==> config.mk <==
export PLATFORM = sky130hd
export DESIGN_NAME = low_power_mode_sequencer
export DESIGN_NICKNAME = d
export VERILOG_FILES = /design/src/rtl/subclock_timebase.v /design/src/rtl/low_power_mode_sequencer.v
export VERILOG_INCLUDE_DIRS = /design/src /design/src/rtl
export SDC_FILE = /design/constraint.sdc
export NUM_CORES = 1
export LEC_CHECK = 0
export BUFFER_PORTS_ARGS = -buffer_cell sky130_fd_sc_hd__buf_2
export CORE_MARGIN = 2
export CORE_UTILIZATION = 43
export CTS_CLUSTER_DIAMETER = 30
export DETAILED_ROUTE_END_ITERATION = 10
export HOLD_SLACK_MARGIN = 0.15
export PLACE_DENSITY = 0.71
export SYNTH_ARGS = -nofsm -noshare
export SYNTH_HDL_FRONTEND = slang
export SYNTH_SLANG_ARGS = --single-unit
==> constraint.sdc <==
create_clock -name pclk -period 2.95 [get_ports pclk]
set_clock_uncertainty 0.05 [all_clocks]
set_input_delay 0.59 -clock pclk [delete_from_list [all_inputs] [get_ports pclk]]
set_output_delay 0.59 -clock pclk [all_outputs]
set_load 0.01 [all_outputs]
==> src/rtl/lpm_defs.vh <==
// Purpose: constants for the low-power mode sequencer
// Assumes: apb word index = byte address / 4
// Notes: times in ns, counts derived from subclock ticks
//
// How it works
// - watch exits on reset or wake interrupt
// - watch wake delay: stabilization, or frame-based
// - subactive stops main osc, no conversion
// - subactive cycle divides subclock by 8/4
// - stop/standby in subactive picks watch/active
// - time base gives frame, half is stabilization
// - wake requests issued on frame strobe
// - wake edge counted at second strobe
// - direct transfer goes subactive to active
// - direct flag set only in subactive
// - direct transfer takes stabilization plus up to a frame
// - stop exit restarts; ram flag shows cause
// - reset leaves all; cancel pin only stop
// - asynchronous reset from any state
// - blocked stop/standby acts as no-op
// - wake pin sampled, high then low edge
// - stop bit halts subclock in stop
// - stop bit cleared by software or reset
// - stop in active: watch or stop mode
`ifndef LPM_DEFS_VH
`define LPM_DEFS_VH

// register indices
`define IDX_FRAME 8'h0c
`define IDX_LPCTL 8'h20
`define IDX_RAMEN 8'h21
`define IDX_STAT 8'h22
`define IDX_CLKSEL 8'h29

// bit positions
`define LSPD_BIT 0
`define DTRN_BIT 3
`define RAMEN_BIT 3
`define RANGE_BIT 1
`define DIV_BIT 2
`define SSTOP_BIT 3

// timing
`define CLK_NS 8
`define XTAL_NS 30517
`define XTAL_CYC (`XTAL_NS / `CLK_NS)
`define FRAME0_NS 244140
`define FRAME1_NS 15625000
`define FRAME2_NS 62500000
`define FRAME0_XT (`FRAME0_NS / `XTAL_NS)
`define FRAME1_XT (`FRAME1_NS / `XTAL_NS)
`define FRAME2_XT (`FRAME2_NS / `XTAL_NS)
`define SUBDIV_SLOW 8
`define SUBDIV_FAST 4

`endif

==> src/rtl/subclock_timebase.v <==
// Purpose: subclock tick, instruction strobe, frame strobe
// Assumes: pclk 125 MHz, subclock emulated by counting
// Notes: strobes are one pclk wide and xtick aligned
`include "lpm_defs.vh"
module subclock_timebase #(
    parameter XTAL_CYC = `XTAL_CYC
) (
    // system
    input wire pclk,
    input wire presetn,
    input wire clk_en,
    // control
    input wire osc_run,
    input wire [1:0] frame_sel,
    input wire div_fast,
    // strobes
    output reg xtick,
    output reg instr_tick,
    output reg frame_strobe
);
    // full-width counts, cut to counter width below
    localparam integer XL = XTAL_CYC - 1;
    localparam integer FL0 = `FRAME0_XT - 1;
    localparam integer FL1 = `FRAME1_XT - 1;
    localparam integer FL2 = `FRAME2_XT - 1;
    localparam integer DS = `SUBDIV_SLOW - 1;
    localparam integer DF = `SUBDIV_FAST - 1;
    localparam [15:0] XLAST = XL[15:0];
    localparam [11:0] F0 = FL0[11:0];
    localparam [11:0] F1 = FL1[11:0];
    localparam [11:0] F2 = FL2[11:0];
    localparam [2:0] DSLOW = DS[2:0];
    localparam [2:0] DFAST = DF[2:0];

    reg [15:0] xcnt;
    reg [11:0] fcnt;
    reg [2:0] icnt;
    wire [11:0] flast;
    wire [2:0] ilast;

    assign flast = (frame_sel == 2'h1) ? F1 : (frame_sel == 2'h2) ? F2 : F0;
    assign ilast = div_fast ? DFAST : DSLOW;

    always @(posedge pclk or negedge presetn) begin
        if (!presetn) begin
            xcnt <= 16'h0000;
            fcnt <= 12'h000;
            icnt <= 3'h0;
            xtick <= 1'b0;
            instr_tick <= 1'b0;
            frame_strobe <= 1'b0;
        end else if (clk_en) begin
            xtick <= 1'b0;
            instr_tick <= 1'b0;
            frame_strobe <= 1'b0;
            if (osc_run) begin
                if (xcnt >= XLAST) begin
                    xcnt <= 16'h0000;
                    xtick <= 1'b1;
                    if (fcnt >= flast) begin
                        fcnt <= 12'h000;
                        frame_strobe <= 1'b1;
                    end else begin
                        fcnt <= fcnt + 12'h001;
                    end
                    if (icnt >= ilast) begin
                        icnt <= 3'h0;
                        instr_tick <= 1'b1;
                    end else begin
                        icnt <= icnt + 3'h1;
                    end
                end else begin
                    xcnt <= xcnt + 16'h0001;
                end
            end
        end
    end
endmodule

==> src/rtl/low_power_mode_sequencer.v <==
// Purpose: low-power mode and clock-select sequencing
// Assumes: cpu core gives instruction strobes and irq state
// Notes: apb slave, zero wait states, word-indexed
//
// Local design decision: the APB interface to the registers.
`include "lpm_defs.vh"
module low_power_mode_sequencer #(
    parameter XTAL_CYC = `XTAL_CYC
) (
    // system
    input wire pclk,
    input wire presetn,
    input wire clk_en,
    // apb
    input wire psel,
    input wire penable,
    input wire pwrite,
    input wire [9:0] paddr,
    input wire [31:0] pwdata,
    output reg [31:0] prdata,
    output wire pready,
    output wire pslverr,
    // cpu core and timer
    input wire stop_instr,
    input wire standby_instr,
    input wire global_interrupt_enable,
    input wire irq_flag_unmasked,
    input wire irq_request,
    input wire timer_a_watch_select,
    input wire timer_a_overflow,
    // pins
    input wire external_wake_pin,
    input wire stop_cancel_pin_n,
    // status
    output reg [2:0] mode,
    output reg main_osc_en,
    output reg sub_osc_en,
    output reg adc_enable,
    output reg cpu_run,
    output reg restart,
    output reg nop_done,
    output reg wake_irq,
    output reg timer_a_irq,
    output wire frame_strobe
);
    localparam [2:0] ST_ACTIVE = 3'h0;
    localparam [2:0] ST_STANDBY = 3'h1;
    localparam [2:0] ST_STOP = 3'h2;
    localparam [2:0] ST_WATCH = 3'h3;
    localparam [2:0] ST_SUBACT = 3'h4;
    localparam [2:0] ST_WAKE = 3'h5;
    localparam [2:0] ST_DIRECT = 3'h6;

    localparam integer SL0 = `FRAME0_XT / 2;
    localparam integer SL1 = `FRAME1_XT / 2;
    localparam integer SL2 = `FRAME2_XT / 2;
    localparam [10:0] S0 = SL0[10:0];
    localparam [10:0] S1 = SL1[10:0];
    localparam [10:0] S2 = SL2[10:0];

    // registers
    reg [1:0] frame_sel;
    reg [1:0] frame_hi;
    reg low_speed_flag;
    reg direct_transfer_flag;
    reg ram_enable_flag;
    reg main_clock_range_bit;
    reg subclock_divider_bit;
    reg subclock_stop_bit;

    // sequencing state
    reg [2:0] next_mode;
    reg [10:0] stab_cnt;
    reg stab_run;
    reg wake_smp;
    reg wake_pend;
    reg ta_pend;

    wire xtick;
    wire instr_tick;
    wire osc_run;
    wire lowpwr;
    wire [7:0] idx;
    wire hit;
    wire wr;
    wire rd_setup;
    wire instr;
    wire blocked;
    wire go_instr;
    wire sample_en;
    wire wake_edge;
    wire lp_issue;
    wire wake_fire;
    wire stab_done;
    wire [10:0] slen;

    assign osc_run = !((mode == ST_STOP) && subclock_stop_bit);

    subclock_timebase #(
        .XTAL_CYC(XTAL_CYC)
    ) u_timebase (
        .pclk(pclk),
        .presetn(presetn),
        .clk_en(clk_en),
        .osc_run(osc_run),
        .frame_sel(frame_sel),
        .div_fast(subclock_divider_bit),
        .xtick(xtick),
        .instr_tick(instr_tick),
        .frame_strobe(frame_strobe)
    );

    assign lowpwr = (mode == ST_WATCH) || (mode == ST_SUBACT);

    // apb decode
    assign idx = paddr[9:2];
    assign hit = (paddr[1:0] == 2'h0) &&
                 ((idx == `IDX_FRAME) || (idx == `IDX_LPCTL) ||
                  (idx == `IDX_RAMEN) || (idx == `IDX_STAT) ||
                  (idx == `IDX_CLKSEL));
    assign pready = 1'b1;
    assign pslverr = psel && penable && !hit;
    assign wr = psel && penable && pwrite && hit;
    assign rd_setup = psel && !penable && !pwrite;

    assign instr = stop_instr || standby_instr;
    assign blocked = !global_interrupt_enable && irq_flag_unmasked;
    assign go_instr = instr && !blocked;

    // sample every cycle or per frame
    assign sample_en = lowpwr ? frame_strobe : 1'b1;
    assign wake_edge = sample_en && wake_smp && !external_wake_pin;

    assign lp_issue = lowpwr && frame_strobe;
    assign wake_fire = lp_issue && (wake_pend || ta_pend);

    assign slen = (frame_sel == 2'h1) ? S1 : (frame_sel == 2'h2) ? S2 : S0;
    assign stab_done = stab_run && xtick && (stab_cnt == 11'h001);

    always @* begin
        next_mode = mode;
        case (mode)
            ST_ACTIVE: begin
                if (go_instr && stop_instr) begin
                    next_mode = timer_a_watch_select ? ST_WATCH : ST_STOP;
                end else if (go_instr) begin
                    next_mode = ST_STANDBY;
                end
            end
            ST_STANDBY: begin
                if (irq_request) begin
                    next_mode = ST_ACTIVE;
                end
            end
            ST_STOP: begin
                if (!stop_cancel_pin_n) begin
                    next_mode = ST_ACTIVE;
                end
            end
            ST_WATCH: begin
                if (wake_fire) begin
                    next_mode = low_speed_flag ? ST_SUBACT : ST_WAKE;
                end
            end
            ST_SUBACT: begin
                if (go_instr) begin
                    if (!low_speed_flag && direct_transfer_flag) begin
                        next_mode = ST_DIRECT;
                    end else begin
                        next_mode = ST_WATCH;
                    end
                end
            end
            ST_WAKE: begin
                if (stab_done) begin
                    next_mode = ST_ACTIVE;
                end
            end
            ST_DIRECT: begin
                if (stab_done) begin
                    next_mode = ST_ACTIVE;
                end
            end
            default: begin
                next_mode = ST_ACTIVE;
            end
        endcase
    end

    always @(posedge pclk or negedge presetn) begin
        if (!presetn) begin
            mode <= ST_ACTIVE;
            main_osc_en <= 1'b1;
            sub_osc_en <= 1'b1;
            adc_enable <= 1'b1;
            cpu_run <= 1'b0;
            restart <= 1'b0;
            nop_done <= 1'b0;
        end else if (clk_en) begin
            mode <= next_mode;
            main_osc_en <= (next_mode == ST_ACTIVE) ||
                           (next_mode == ST_STANDBY) ||
                           (next_mode == ST_WAKE) ||
                           (next_mode == ST_DIRECT);
            adc_enable <= (next_mode == ST_ACTIVE) ||
                          (next_mode == ST_STANDBY);
            sub_osc_en <= !((next_mode == ST_STOP) && subclock_stop_bit);
            cpu_run <= (next_mode == ST_ACTIVE) ||
                       ((next_mode == ST_SUBACT) && instr_tick);
            restart <= (mode == ST_STOP) && !stop_cancel_pin_n;
            nop_done <= instr && blocked &&
                        ((mode == ST_ACTIVE) || (mode == ST_SUBACT));
        end
    end

    // stabilization counter
    always @(posedge pclk or negedge presetn) begin
        if (!presetn) begin
            stab_cnt <= 11'h000;
            stab_run <= 1'b0;
        end else if (clk_en) begin
            if ((mode != ST_WAKE) && (next_mode == ST_WAKE)) begin
                stab_cnt <= slen;
                stab_run <= 1'b1;
            end else if ((mode != ST_DIRECT) && (next_mode == ST_DIRECT)) begin
                stab_cnt <= slen;
                stab_run <= 1'b0;
            end else if ((mode == ST_DIRECT) && !stab_run && frame_strobe) begin
                stab_run <= 1'b1;
            end else if (stab_done) begin
                stab_cnt <= 11'h000;
                stab_run <= 1'b0;
            end else if (stab_run && xtick) begin
                stab_cnt <= stab_cnt - 11'h001;
            end
        end
    end

    // wake pin and timer requests
    always @(posedge pclk or negedge presetn) begin
        if (!presetn) begin
            wake_smp <= 1'b0;
            wake_pend <= 1'b0;
            ta_pend <= 1'b0;
            wake_irq <= 1'b0;
            timer_a_irq <= 1'b0;
        end else if (clk_en) begin
            if (sample_en) begin
                wake_smp <= external_wake_pin;
            end
            if (lowpwr) begin
                wake_pend <= (wake_pend && !lp_issue) || wake_edge;
                ta_pend <= (ta_pend && !lp_issue) || timer_a_overflow;
                wake_irq <= lp_issue && wake_pend;
                timer_a_irq <= lp_issue && ta_pend;
            end else begin
                wake_pend <= 1'b0;
                ta_pend <= 1'b0;
                wake_irq <= wake_edge;
                timer_a_irq <= timer_a_overflow;
            end
        end
    end

    // register writes
    always @(posedge pclk or negedge presetn) begin
        if (!presetn) begin
            frame_sel <= 2'h0;
            frame_hi <= 2'h0;
            low_speed_flag <= 1'b0;
            direct_transfer_flag <= 1'b0;
            ram_enable_flag <= 1'b0;
            main_clock_range_bit <= 1'b0;
            subclock_divider_bit <= 1'b0;
            subclock_stop_bit <= 1'b0;
        end else if (clk_en) begin
            if (wr && (idx == `IDX_FRAME)) begin
                frame_sel <= pwdata[1:0];
                frame_hi <= pwdata[3:2];
            end
            if (wr && (idx == `IDX_LPCTL)) begin
                low_speed_flag <= pwdata[`LSPD_BIT];
            end
            if (mode == ST_ACTIVE) begin
                direct_transfer_flag <= 1'b0;
            end else if (wr && (idx == `IDX_LPCTL) && (mode == ST_SUBACT)) begin
                direct_transfer_flag <= pwdata[`DTRN_BIT];
            end
            if ((mode == ST_STOP) && !stop_cancel_pin_n) begin
                ram_enable_flag <= 1'b1;
            end else if (wr && (idx == `IDX_RAMEN)) begin
                ram_enable_flag <= pwdata[`RAMEN_BIT];
            end
            // stop bit only software or reset
            if (wr && (idx == `IDX_CLKSEL)) begin
                main_clock_range_bit <= pwdata[`RANGE_BIT];
                subclock_divider_bit <= pwdata[`DIV_BIT];
                subclock_stop_bit <= pwdata[`SSTOP_BIT];
            end
        end
    end

    // read data captured in setup phase
    always @(posedge pclk or negedge presetn) begin
        if (!presetn) begin
            prdata <= 32'h00000000;
        end else if (clk_en) begin
            if (rd_setup) begin
                prdata <= 32'h00000000;
                case (idx)
                    `IDX_LPCTL: begin
                        prdata[`LSPD_BIT] <= low_speed_flag;
                        prdata[`DTRN_BIT] <= direct_transfer_flag;
                    end
                    `IDX_RAMEN: begin
                        prdata[`RAMEN_BIT] <= ram_enable_flag;
                    end
                    `IDX_STAT: begin
                        prdata[2:0] <= mode;
                    end
                    `IDX_CLKSEL: begin
                        prdata[`RANGE_BIT] <= main_clock_range_bit;
                        prdata[`DIV_BIT] <= subclock_divider_bit;
                        prdata[`SSTOP_BIT] <= subclock_stop_bit;
                    end
                    default: begin
                        prdata <= 32'h00000000;
                    end
                endcase
            end
        end
    end
endmodule

After elaboration in Yosys (flattened, before gate mapping)

Index checks and enable logic that the tools add are counted.

Flip-flop bits (word level): 72
Input bits: 57
Output and inout port bits: 46
Word-level logic and storage cells: 186

$add $sub $neg: 4
$lt $le $gt $ge: 3
Equality and inequality tests: 22
Multiplexer cells: 48
Bitwise logic cells: 1
Reduce and logical (&&, ||, !) cells: 80

Operators by type and width:

| cell                                                                | count |
|---|---|
| 2-to-1 mux 11 bit                                                   | 8 |
| logical AND 1 bit                                                   | 36 |
| == test 8 x 6 -> 1 bit, second input constant                       | 4 |
| 2-to-1 mux 3 bit                                                    | 10 |
| 2-to-1 mux 12 bit                                                   | 2 |
| 2-to-1 mux 1 bit                                                    | 23 |
| == test 3 bit, second input constant                                | 6 |
| case mux 3 bit (6 select lines)                                     | 1 |
| AND reduction 2 bit                                                 | 9 |
| adder 16 x 1 -> 16 bit, second input constant                       | 1 |
| greater-or-equal comparator 16 x 12 -> 1 bit, second input constant | 1 |
| 2-to-1 mux 16 bit                                                   | 1 |
| logical OR 1 bit                                                    | 14 |
| adder 12 x 1 -> 12 bit, second input constant                       | 1 |
| greater-or-equal comparator 12 bit                                  | 1 |
| == test 11 x 1 -> 1 bit, second input constant                      | 1 |
| logical NOT 1 bit                                                   | 11 |
| subtractor 11 x 1 -> 11 bit, second input constant                  | 1 |
| == test 3 x 2 -> 1 bit, second input constant                       | 3 |
| inequality test 3 bit, second input constant                        | 3 |
| == test 8 x 4 -> 1 bit, second input constant                       | 1 |
| nonzero test 4 bit                                                  | 2 |
| == test 3 x 1 -> 1 bit, second input constant                       | 2 |
| logical NOT 3 bit                                                   | 2 |
| 12 further kinds                                                    | 14 |

Logic depth before layout (Yosys ltp)

Gate-level depths: netlist of the first run.

Word-level depth: 11
Depth in mapped cells: 10
Mapped depth without buffers: 10

Hierarchy

From an unflattened synthesis of the first run, not the netlist that was laid out.

Cells, all modules: 476
Area, all modules: 4418.0 um2

By module, submodules not included:

| module                   | instances | cells each | area an instance (um2) | seq. area each (um2) |
|---|---|---|---|---|
| low_power_mode_sequencer | 1         | 282        | 2555.0                 | 954.7 |
| subclock_timebase        | 1         | 194        | 1863.0                 | 850.8 |

Worst setup path before layout of the first run

OpenSTA, ideal clock, no wires.

Path kind: reg2reg
Start point: register frame_sel[0]
End point: register u_timebase.fcnt[5]
Library setup time: 0.095 ns
Arrival time: 2.372 ns
Required time: 2.805 ns
Path slack: 0.433 ns
Stages on the path, launching flop included: 10
Path buffers: 0
Clock period less this slack: 2.517 ns
Cell sequence: dfrtp_1 inv_1 ha_1 ha_1 a21o_1 a2111oi_2 o221ai_1 inv_2 nand3_1 o31ai_1

Longest elaborated chain between the ends: 5
Elaborated cells on any way between the ends: 6
Classes of those cells: 1 x order compare; 2 x eq/ne; 3 x mux

Ends and longest elaborated chain:

| what                                   | line                           | text |
|---|---|---|
| from (decl)                            | low_power_mode_sequencer.v:62  | `reg [1:0] frame_sel;` |
| from (signal assigned)                 | low_power_mode_sequencer.v:278 | `frame_sel <= pwdata[1:0];` |
| == test 2 bit                          | subclock_timebase.v:41         | `assign flast = (frame_sel == 2'h1) ? F1 : (frame_sel == 2'h2) ? F2 : F0;` |
| 2-to-1 mux 11 bit                      | subclock_timebase.v:41         |  |
| 2-to-1 mux 12 bit (*)                  | subclock_timebase.v:41         |  |
| greater-or-equal comparator 12 bit (*) | subclock_timebase.v:60         | `if (fcnt >= flast) begin` |
| 2-to-1 mux 12 bit (*)                  | subclock_timebase.v:60         |  |
| to (signal assigned)                   | subclock_timebase.v:64         | `fcnt <= fcnt + 12'h001;` |
| to (decl)                              | subclock_timebase.v:36         | `reg [11:0] fcnt;` |

Mark *: on every way between the ends. The rest lies on a longest branch, timed or not.
A chain may end at the register's enable or synchronous reset.

Final worst setup path of the first run

Start point: register frame_sel[0]
End point: register u_timebase.fcnt[7]

The elaborated chain is that of the path after synthesis.

==> implementation parameters, run 1 <==
Parameter                              Value

Run status
  Result of the run ... completed

Setup path
  CP Capture Point ... u_timebase.fcnt[7]
  Required time of the critical path ... roughly 3200 ps
  Crit path launch type ... flip-flop
  Worst reg2reg setup slack ... around 240 ps
  Path type of the worst setup path ... flip-flop to flip-flop
  Terminus of the critical flop-to-flop path ... u_timebase.fcnt[7]
  Largest driver fanout on the critical path ... 7
  Critical path launch point ... frame_sel[0]
  Data arrival time at the worst-slack endpoint ... just under 3000 ps
  Depth of the worst register-to-register path ... 9
  Element type at the critical path end ... flip-flop
  Startpoint of the worst register-to-register path ... frame_sel[0]

Floorplan
  Width of the die ... roughly 110 um
  Height of the chip ... about 110 um
  Effective utilization at floorplan ... between 40% and 50%
  Number of top-level design ports ... 103
  Row Count ... 37
  Die Outline Area ... 11300 um^2
  Core Region ... approximately 10000 um^2

Clock network
  Clock root cell ... clkbuf_8
  Clock buffer depth ... 2
  Clock tree from TritonCTS ... built
  Hold_buf cts ... 0
  Clk sinks ... 72
  CTS H-Tree Depth ... 3
  # Post-CTS Setup Buffers ... 0
  Clock insertion delay at the later pin of the skew report ... approximately 350 ps
  CTS Buf Count ... 9
  Reg clk slew, reported paths ... 90 ps
  Post-cts sizing count ... 0

Synth
  Area share of the leading cell type in the synthesized netlist ... a little under two fifths
  Number of warning messages in the yosys log ... 0
  Netlist area before placement ... between 4000 and 5000 um^2
  Most common cell in the netlist ... dfrtp_1
  Primary flip-flop cell chosen by synthesis mapping ... dfrtp_1
  Most area-hungry cell type in the Yosys netlist ... dfrtp_1
  Largest cells by area after synthesis ... dfrtp_1 (38%), buf_4 (5.5%), ha_1 (5.0%)
  Async SR Flop Fraction ... 100%
  Flop and latch count out of synthesis ... 72
  Number of distinct library cell variants in the gate-level netlist after synthesis ... just over 70
  Top cells by instance count after synthesis ... dfrtp_1 (69), nor2_1 (43), o21ai_0 (34)
  Number of enable flip-flop cells after synthesis ... 0
  Synth Instances ... approximately 480
  Sequential cell area fraction in the yosys report ... between 40% and 50%
  Synth Area per Inst ... between 9 and 10 um^2

Placement
  Final weighted congestion of routability-driven global placement ... 0.861
  Number of input and output port buffers inserted ... between 40 and 50
  Half-perimeter wire length after placement ... roughly 7300 um

Hold path
  Type of the worst min-delay path ... primary input to async pin

Routing
  Number of search-and-repair iterations in the first detailed-routing pass ... 5
  Post-DR wirelength/cell ... around 15 um
  Routed wire length ... between 10000 and 15000 um
  Number of remaining DRC errors ... 0
  Detailed Route Iter0 Violations ... between 200 and 250
  Via total after detailed routing ... approximately 3800
  Antenna viol nets, final ... 0
  Per-cell via count in the routed design ... 5.76

Timing
  Least-Margin Pin Slew ... between 800 and 900 ps
  Final max-slew violation count ... 0
  RSZ-0062 raised after global routing ... no
  Hold WS ... roughly 170 ps
  Final setup violation count ... 0
  Final worst-path cycle share ... ~92%
  Final hold violation count ... 0
  Sum of negative setup slack ... 0 ps
  Minimum period implied by the final worst setup slack ... 2710 ps
  Maximum frequency from static timing analysis ... ~370 MHz
  Relative max-transition margin ... 45.2%

Pwr
  Power Total ... between 0.003 and 0.004 W
  Static Leak ... 2.22 nW
  Power density normalized to cell area ... 604 nW/um^2
  Peak supply drop ... roughly 0.00024 V

Finish
  Growth of design area from synthesis to finish ... 10.8%
  Nets ... 600
  Fraction of final layout cells with drive strength greater than 1 ... a little under a fifth

Global routing
  Maximum number of pins on one net before global-route repair ... 27
  Grt ovf ... 0
  Initial antenna violation count ... 1
  Number of global-route vias before repair ... roughly 3600
  Total routing usage reported by global routing ... 18.5%
  Wire length of the first global-routing pass ... between 15000 and 20000 um

Run
  Max-cap violations ... 0
-- layout make-up --
class                      instances  area (um^2)
inverter                          18         67.6
antenna                            1         2.50
clock inverter                     5         86.3
timing repair buffer              54          293
tap                              136          170
sequential                        72         1810
clock buffer                      11          141
multi-input combinational        370         2430
fill                             983         5240
-- power by group --
part           switching, W  internal [W]  leakage, nW
combinational      0.000439      0.000342         1.18
sequential         0.000202       0.00113        0.927
clock              0.000394      0.000507        0.115
-- worst max-delay path: stages, from the launching register on --
cell and delay, ps:
dfrtp_1 360, inv_1 60, ha_1 410, ha_1 350, a21o_1 190, a2111oi_2 340, o221ai_1 210, inv_2 170
nand3_1 200, o31ai_1 270
-- stage by stage --
stage / setup slack, ps / instance area, um^2 / std cells / util, %
final: 242 / 4990 / 667 / 48.8
after global routing: 39.1 / 4990 / 666 / 48.8
after CTS: 252 / 4990 / 666 / 48.8
after detailed placement: 245 / 4760 / 650 / 46.5
after global placement: 345 / 4760 / 650 / 46.5
after floorplan: 433 / 4610 / 506 / -
-- state kept, by name, summed over array words and instances (netlist names), 2 cells and up --
signal and count:
u_timebase.xcnt 16, u_timebase.fcnt 12, stab_cnt 11, prdata 4
mode 3, u_timebase.icnt 3, frame_sel 2
-- worst min-delay path by stage --
| stage | end | from | cells past startpoint | slack [ps] |
|---|---|---|---|---|
| floorplan | cpu_run | presetn | 0 | 240 |
| finish | u_timebase.xcnt[8] | presetn | 1 | 170 |
| detailed placement | adc_enable | adc_enable | 2 | 410 |
| CTS | u_timebase.xcnt[6] | presetn | 1 | 180 |
| global placement | timer_a_irq | timer_a_irq | 1 | 410 |
| global route | u_timebase.xcnt[8] | presetn | 1 | 190 |
-- cell families (layout without fill, tap and decap cells) --
logic type                 count (synthesis)  in the layout  share of synthesized area [%]
adders and majority gates                 18             18                           5.00
buffers and inverters                     64             88                           8.36
other                                      2             30                          0.167
and+or+nand+nor                          169            169                           21.8
AOI/OAI and AO/OA                        139            139                           21.2
DFF                                       72             72                           40.1
muxes                                      8              8                           2.00
xor gates and xnor gates                   7              7                           1.36
-- routing by layer --
metal / vias up / wire, um / track usage (%)
met5: - / 0 / 0
met4: 0 / 203 / 6.20
met3: 17 / 595 / 4.17
met2: 132 / 4810 / 30.4
met1: 1870 / 4470 / 23.9
li1: 1821 / - / -
-- cell usage in the layout, fill, tap and decap left out, types with 9 or more instances in the layout --
cell type  count
o21ai_0       34
nand2_1       25
nand2b_1      10
dfrtp_1       69
o31ai_1       14
ha_1          18
inv_1         16
buf_2         45
o2bb2ai_1     10
and3_1         9
nor2_1        43
clkbuf_8      10
nand3_1       13
a21oi_1       29
buf_4          9
nand4_1       10
conb_1        29
(Power assumes the default switching activity.)
==> run 2, diff against run 1 <==
- SYNTH_HIERARCHICAL: default -> 1
==> run 2 against run 1 <==
Synthesized cell count shrank 0.63%. Combinational power grew 37%. Cell count shrank 0.75%. Hold slack gained 44 ps. Synthesized area shrank 2.0%. Via count shrank 3.6%.
==> implementation parameters, run 2 <==
Parameter                              Value

Finish
  Fillcell total ... 963 (-2.0%)
  Max FFs per register ... 16 (unchanged)
  Nets ... 591 (-1.5%)
  Diodes inserted ... 0 (-1)
  Most used cells in the layout excluding fill and tap cells ... dfrtp_1 (69), buf_2 (45), nor2_1 (44), nand2_1 (30), o21ai_0 (30)
  Top reg by flops ... u_timebase/xcnt
  Growth of design area from synthesis to finish ... 10.8% (about the same)
  Commonest non-fill, non-tap cell in the layout ... dfrtp_1
  Largest registers ... u_timebase/xcnt: 16 flops, u_timebase/fcnt: 12 flops, stab_cnt: 11 flops
  Fraction of final layout cells with drive strength greater than 1 ... 19.6% (+1.1 points)
  Layout Cell Area excl Fill ... 4890 um^2 (-2.0%)

Setup path
  Crit path launch type ... flip-flop
  Cell with the largest stage delay on the worst path ... or3b_2
  Element type at the critical path end ... flip-flop
  Required time of the critical path ... 3140 ps (about the same)
  Longest individual stage delay on the worst path ... 520 ps (+110 ps)
  Data arrival time at the worst-slack endpoint ... 2760 ps (-150 ps)
  CP cell instances ... inv_1, ha_1, or3b_2, o41ai_4, nor3_2, or3_4, o311ai_1
  Largest driver fanout on the critical path ... 5 (-2)
  Critical path buffers and inverters ... 1 (-1)
  CP top delay family ... simple AND/OR/NAND/NOR gates
  Path type of the worst setup path ... flip-flop to flip-flop

Floorplan
  Die Outline Area ... 11100 um^2 (-1.9%)
  Effective utilization at floorplan ... 43.6% (-0.47 points)
  Width of the die ... 105 um (-0.95%)
  Height of the chip ... 105 um (-0.95%)
  Number of top-level design ports ... 103 (unchanged)
  Row Count ... 37 (unchanged)
  Core Region ... 10100 um^2 (-0.91%)

Synth
  Flop and latch count out of synthesis ... 72 (unchanged)
  Synth Area per Inst ... 9.28 um^2 (-1.4%)
  Number of warning messages in the yosys log ... 6 (+6)
  Synth Instances ... 476 (-0.63%)
  Parity-gate share of the synthesized area counting xor and xnor cells ... 1.19% (-0.17 points)
  Simple-gate portion of the synthesized area ... 21.2% (-0.61 points)
  Number of distinct library cell variants in the gate-level netlist after synthesis ... 79 (+9.7%)
  Adder and majority gate portion of the synthesized area ... 3.68% (-1.3 points)
  Netlist area before placement ... 4420 um^2 (-2.0%)
  Primary flip-flop cell chosen by synthesis mapping ... dfrtp_1
  Main combinational cell family by area after synthesis ... compound AO/OA/AOI/OAI gates
  Compound-Gate Fraction of Synth Area ... 21.6% (+0.37 points)
  Multiplexer share of the synthesized area ... 2.55% (+0.55 points)
  Largest cells by area after synthesis ... dfrtp_1 (39%), buf_4 (4.9%), nor2_1 (3.7%)
  Most area-hungry cell type in the Yosys netlist ... dfrtp_1
  Sequential cell area fraction in the yosys report ... 40.9% (+0.81 points)
  Async SR Flop Fraction ... 100% (unchanged)
  Number of enable flip-flop cells after synthesis ... 0 (unchanged)
  Area share of the leading cell type in the synthesized netlist ... 39.1% (+0.77 points)
  Top cells by instance count after synthesis ... dfrtp_1 (69), nor2_1 (44), nand2_1 (30), o21ai_0 (30), buf_4 (29)
  Most common cell in the netlist ... dfrtp_1

Clock network
  Clock buffer depth ... 2 (unchanged)
  Hold_buf cts ... 0 (unchanged)
  Clock tree from TritonCTS ... built
  Clock insertion delay at the later pin of the skew report ... 350 ps (about the same)
  CTS Buf Count ... 9 (unchanged)
  Clock root cell ... clkbuf_8
  Post-cts sizing count ... 0 (unchanged)
  # Post-CTS Setup Buffers ... 0 (unchanged)
  Clk sinks ... 72 (unchanged)
  Reg clk slew, reported paths ... 80 ps (about the same)
  CTS H-Tree Depth ... 3 (unchanged)

Placement
  Final weighted congestion of routability-driven global placement ... 0.828 (-3.9%)
  Number of input and output port buffers inserted ... 45 (unchanged)
  Half-perimeter wire length after placement ... 6970 um (-4.5%)
  Post-placement cell area ... 4670 um^2 (-1.9%)

Routing
  Routed wire length ... 9940 um (-1.4%)
  Number of search-and-repair iterations in the first detailed-routing pass ... 4 (-1)
  Post-DR wirelength/cell ... 15.0 um (-0.61%)
  Via total after detailed routing ... 3703 (-3.6%)
  Number of remaining DRC errors ... 0 (unchanged)
  Detailed Route Iter0 Violations ... 183 (-16%)
  Per-cell via count in the routed design ... 5.59 (-2.8%)
  Antenna viol nets, final ... 0 (unchanged)

Pwr
  Peak supply drop ... 0.000271 V (+12%)
  Power density normalized to cell area ... 698 nW/um^2 (+16%)
  Static Leak ... 2.23 nW (+0.54%)

Timing
  Least-Margin Pin Slew ... 770 ps (-49.6 ps)
  RSZ-0062 raised after global routing ... no
  Relative max-transition margin ... 48.2% (+3.0 points)
  Maximum frequency from static timing analysis ... 390 MHz (+5.6%)
  Final setup violation count ... 0 (unchanged)
  Final hold violation count ... 0 (unchanged)
  Sum of negative setup slack ... 0 ps (unchanged)
  Final max-slew violation count ... 0 (unchanged)
  Minimum period implied by the final worst setup slack ... 2570 ps (-143 ps)
  Final worst-path cycle share ... 87.0% (-4.9 points)

Global routing
  Total routing usage reported by global routing ... 18.6% (+0.12 points)
  Number of global-route vias before repair ... 3591 (+0.64%)
  Grt ovf ... 0 (unchanged)
  Initial antenna violation count ... 0 (-1)
  Maximum number of pins on one net before global-route repair ... 73 (+170%)
  Wire length of the first global-routing pass ... 16900 um (about the same)

Run
  Max-cap violations ... 0 (unchanged)

Run status
  Result of the run ... completed

Hold path
  Type of the worst min-delay path ... primary input to async pin
-- run 2: changes by cell type in the layout (fill, tap and decap cells not counted), sizes merged, moves of 7 or more --
cell	change
a221o	+9
a22o	+9
and3	+7
nand3	+8
nand4	-7
o2bb2ai	-9
o31ai	-13
-- run 2: power by group --
group	internal (W)	switching, W	leakage, nW
Clock	0.000522	0.000365	0.114
Sequential	0.00120	0.000264	0.930
Combinational	0.000474	0.000595	1.19
-- run 2: path summary, 6_finish.rpt --
path	startpoint	slack, ps	endpoint	cells after the start
worst max register to register	stab_cnt[1]	380	main_osc_en	7
worst min-delay path	presetn	220	stab_cnt[9]	2
worst max-delay path	stab_cnt[1]	380	main_osc_en	7
max in group asynchronous	presetn	2320	sub_osc_en	2
worst min register to register	wake_smp	450	wake_smp	1
min in group pclk	pwdata[2]	440	subclock_divider_bit	2
-- run 2: cells by family (layout without fill, tap and decap cells) --
group	Yosys count	after routing
flip-flops	72	72
AO/OA/AOI/OAI	132	132
buffers and inverters	65	88
other	2	29
adder cells (fa/ha/maj)	13	13
multiplexers	10	10
AND/OR/NAND/NOR	176	176
XOR/XNOR	6	6
-- run 2: through the flow --
step                      total power, W  cells  util (%)  worst slack (ps)  hold WS, ps
after floorplan                  0.00224    503         -               621          244
after global placement           0.00249    646      46.1               481          425
after detailed placement         0.00253    646      46.1               428          437
after CTS                        0.00343    662      48.3               415          231
after global routing             0.00366    662      48.3               280          238
final                            0.00342    662      48.3               385          217
-- run 2: routing by layer --
layer | GRT usage (%) | routed length [um] | part of all wire (%)
met5 | 0 | 0 | 0
met4 | 4.86 | 65 | 0.65
met3 | 4.33 | 375 | 3.8
met2 | 30.9 | 5020 | 50
met1 | 24.4 | 4480 | 45
-- run 2: area by class of cell --
cell class                      instances  area, um^2  area share, %
Multi-Input combinational cell        366        2330           47.6
Sequential cell                        72        1810           36.9
Timing Repair Buffer                   52         290           5.93
Tap cell                              136         170           3.48
Clock buffer                           13         159           3.25
Inverter                               20        75.1           1.53
Clock inverter                          3        65.1           1.33
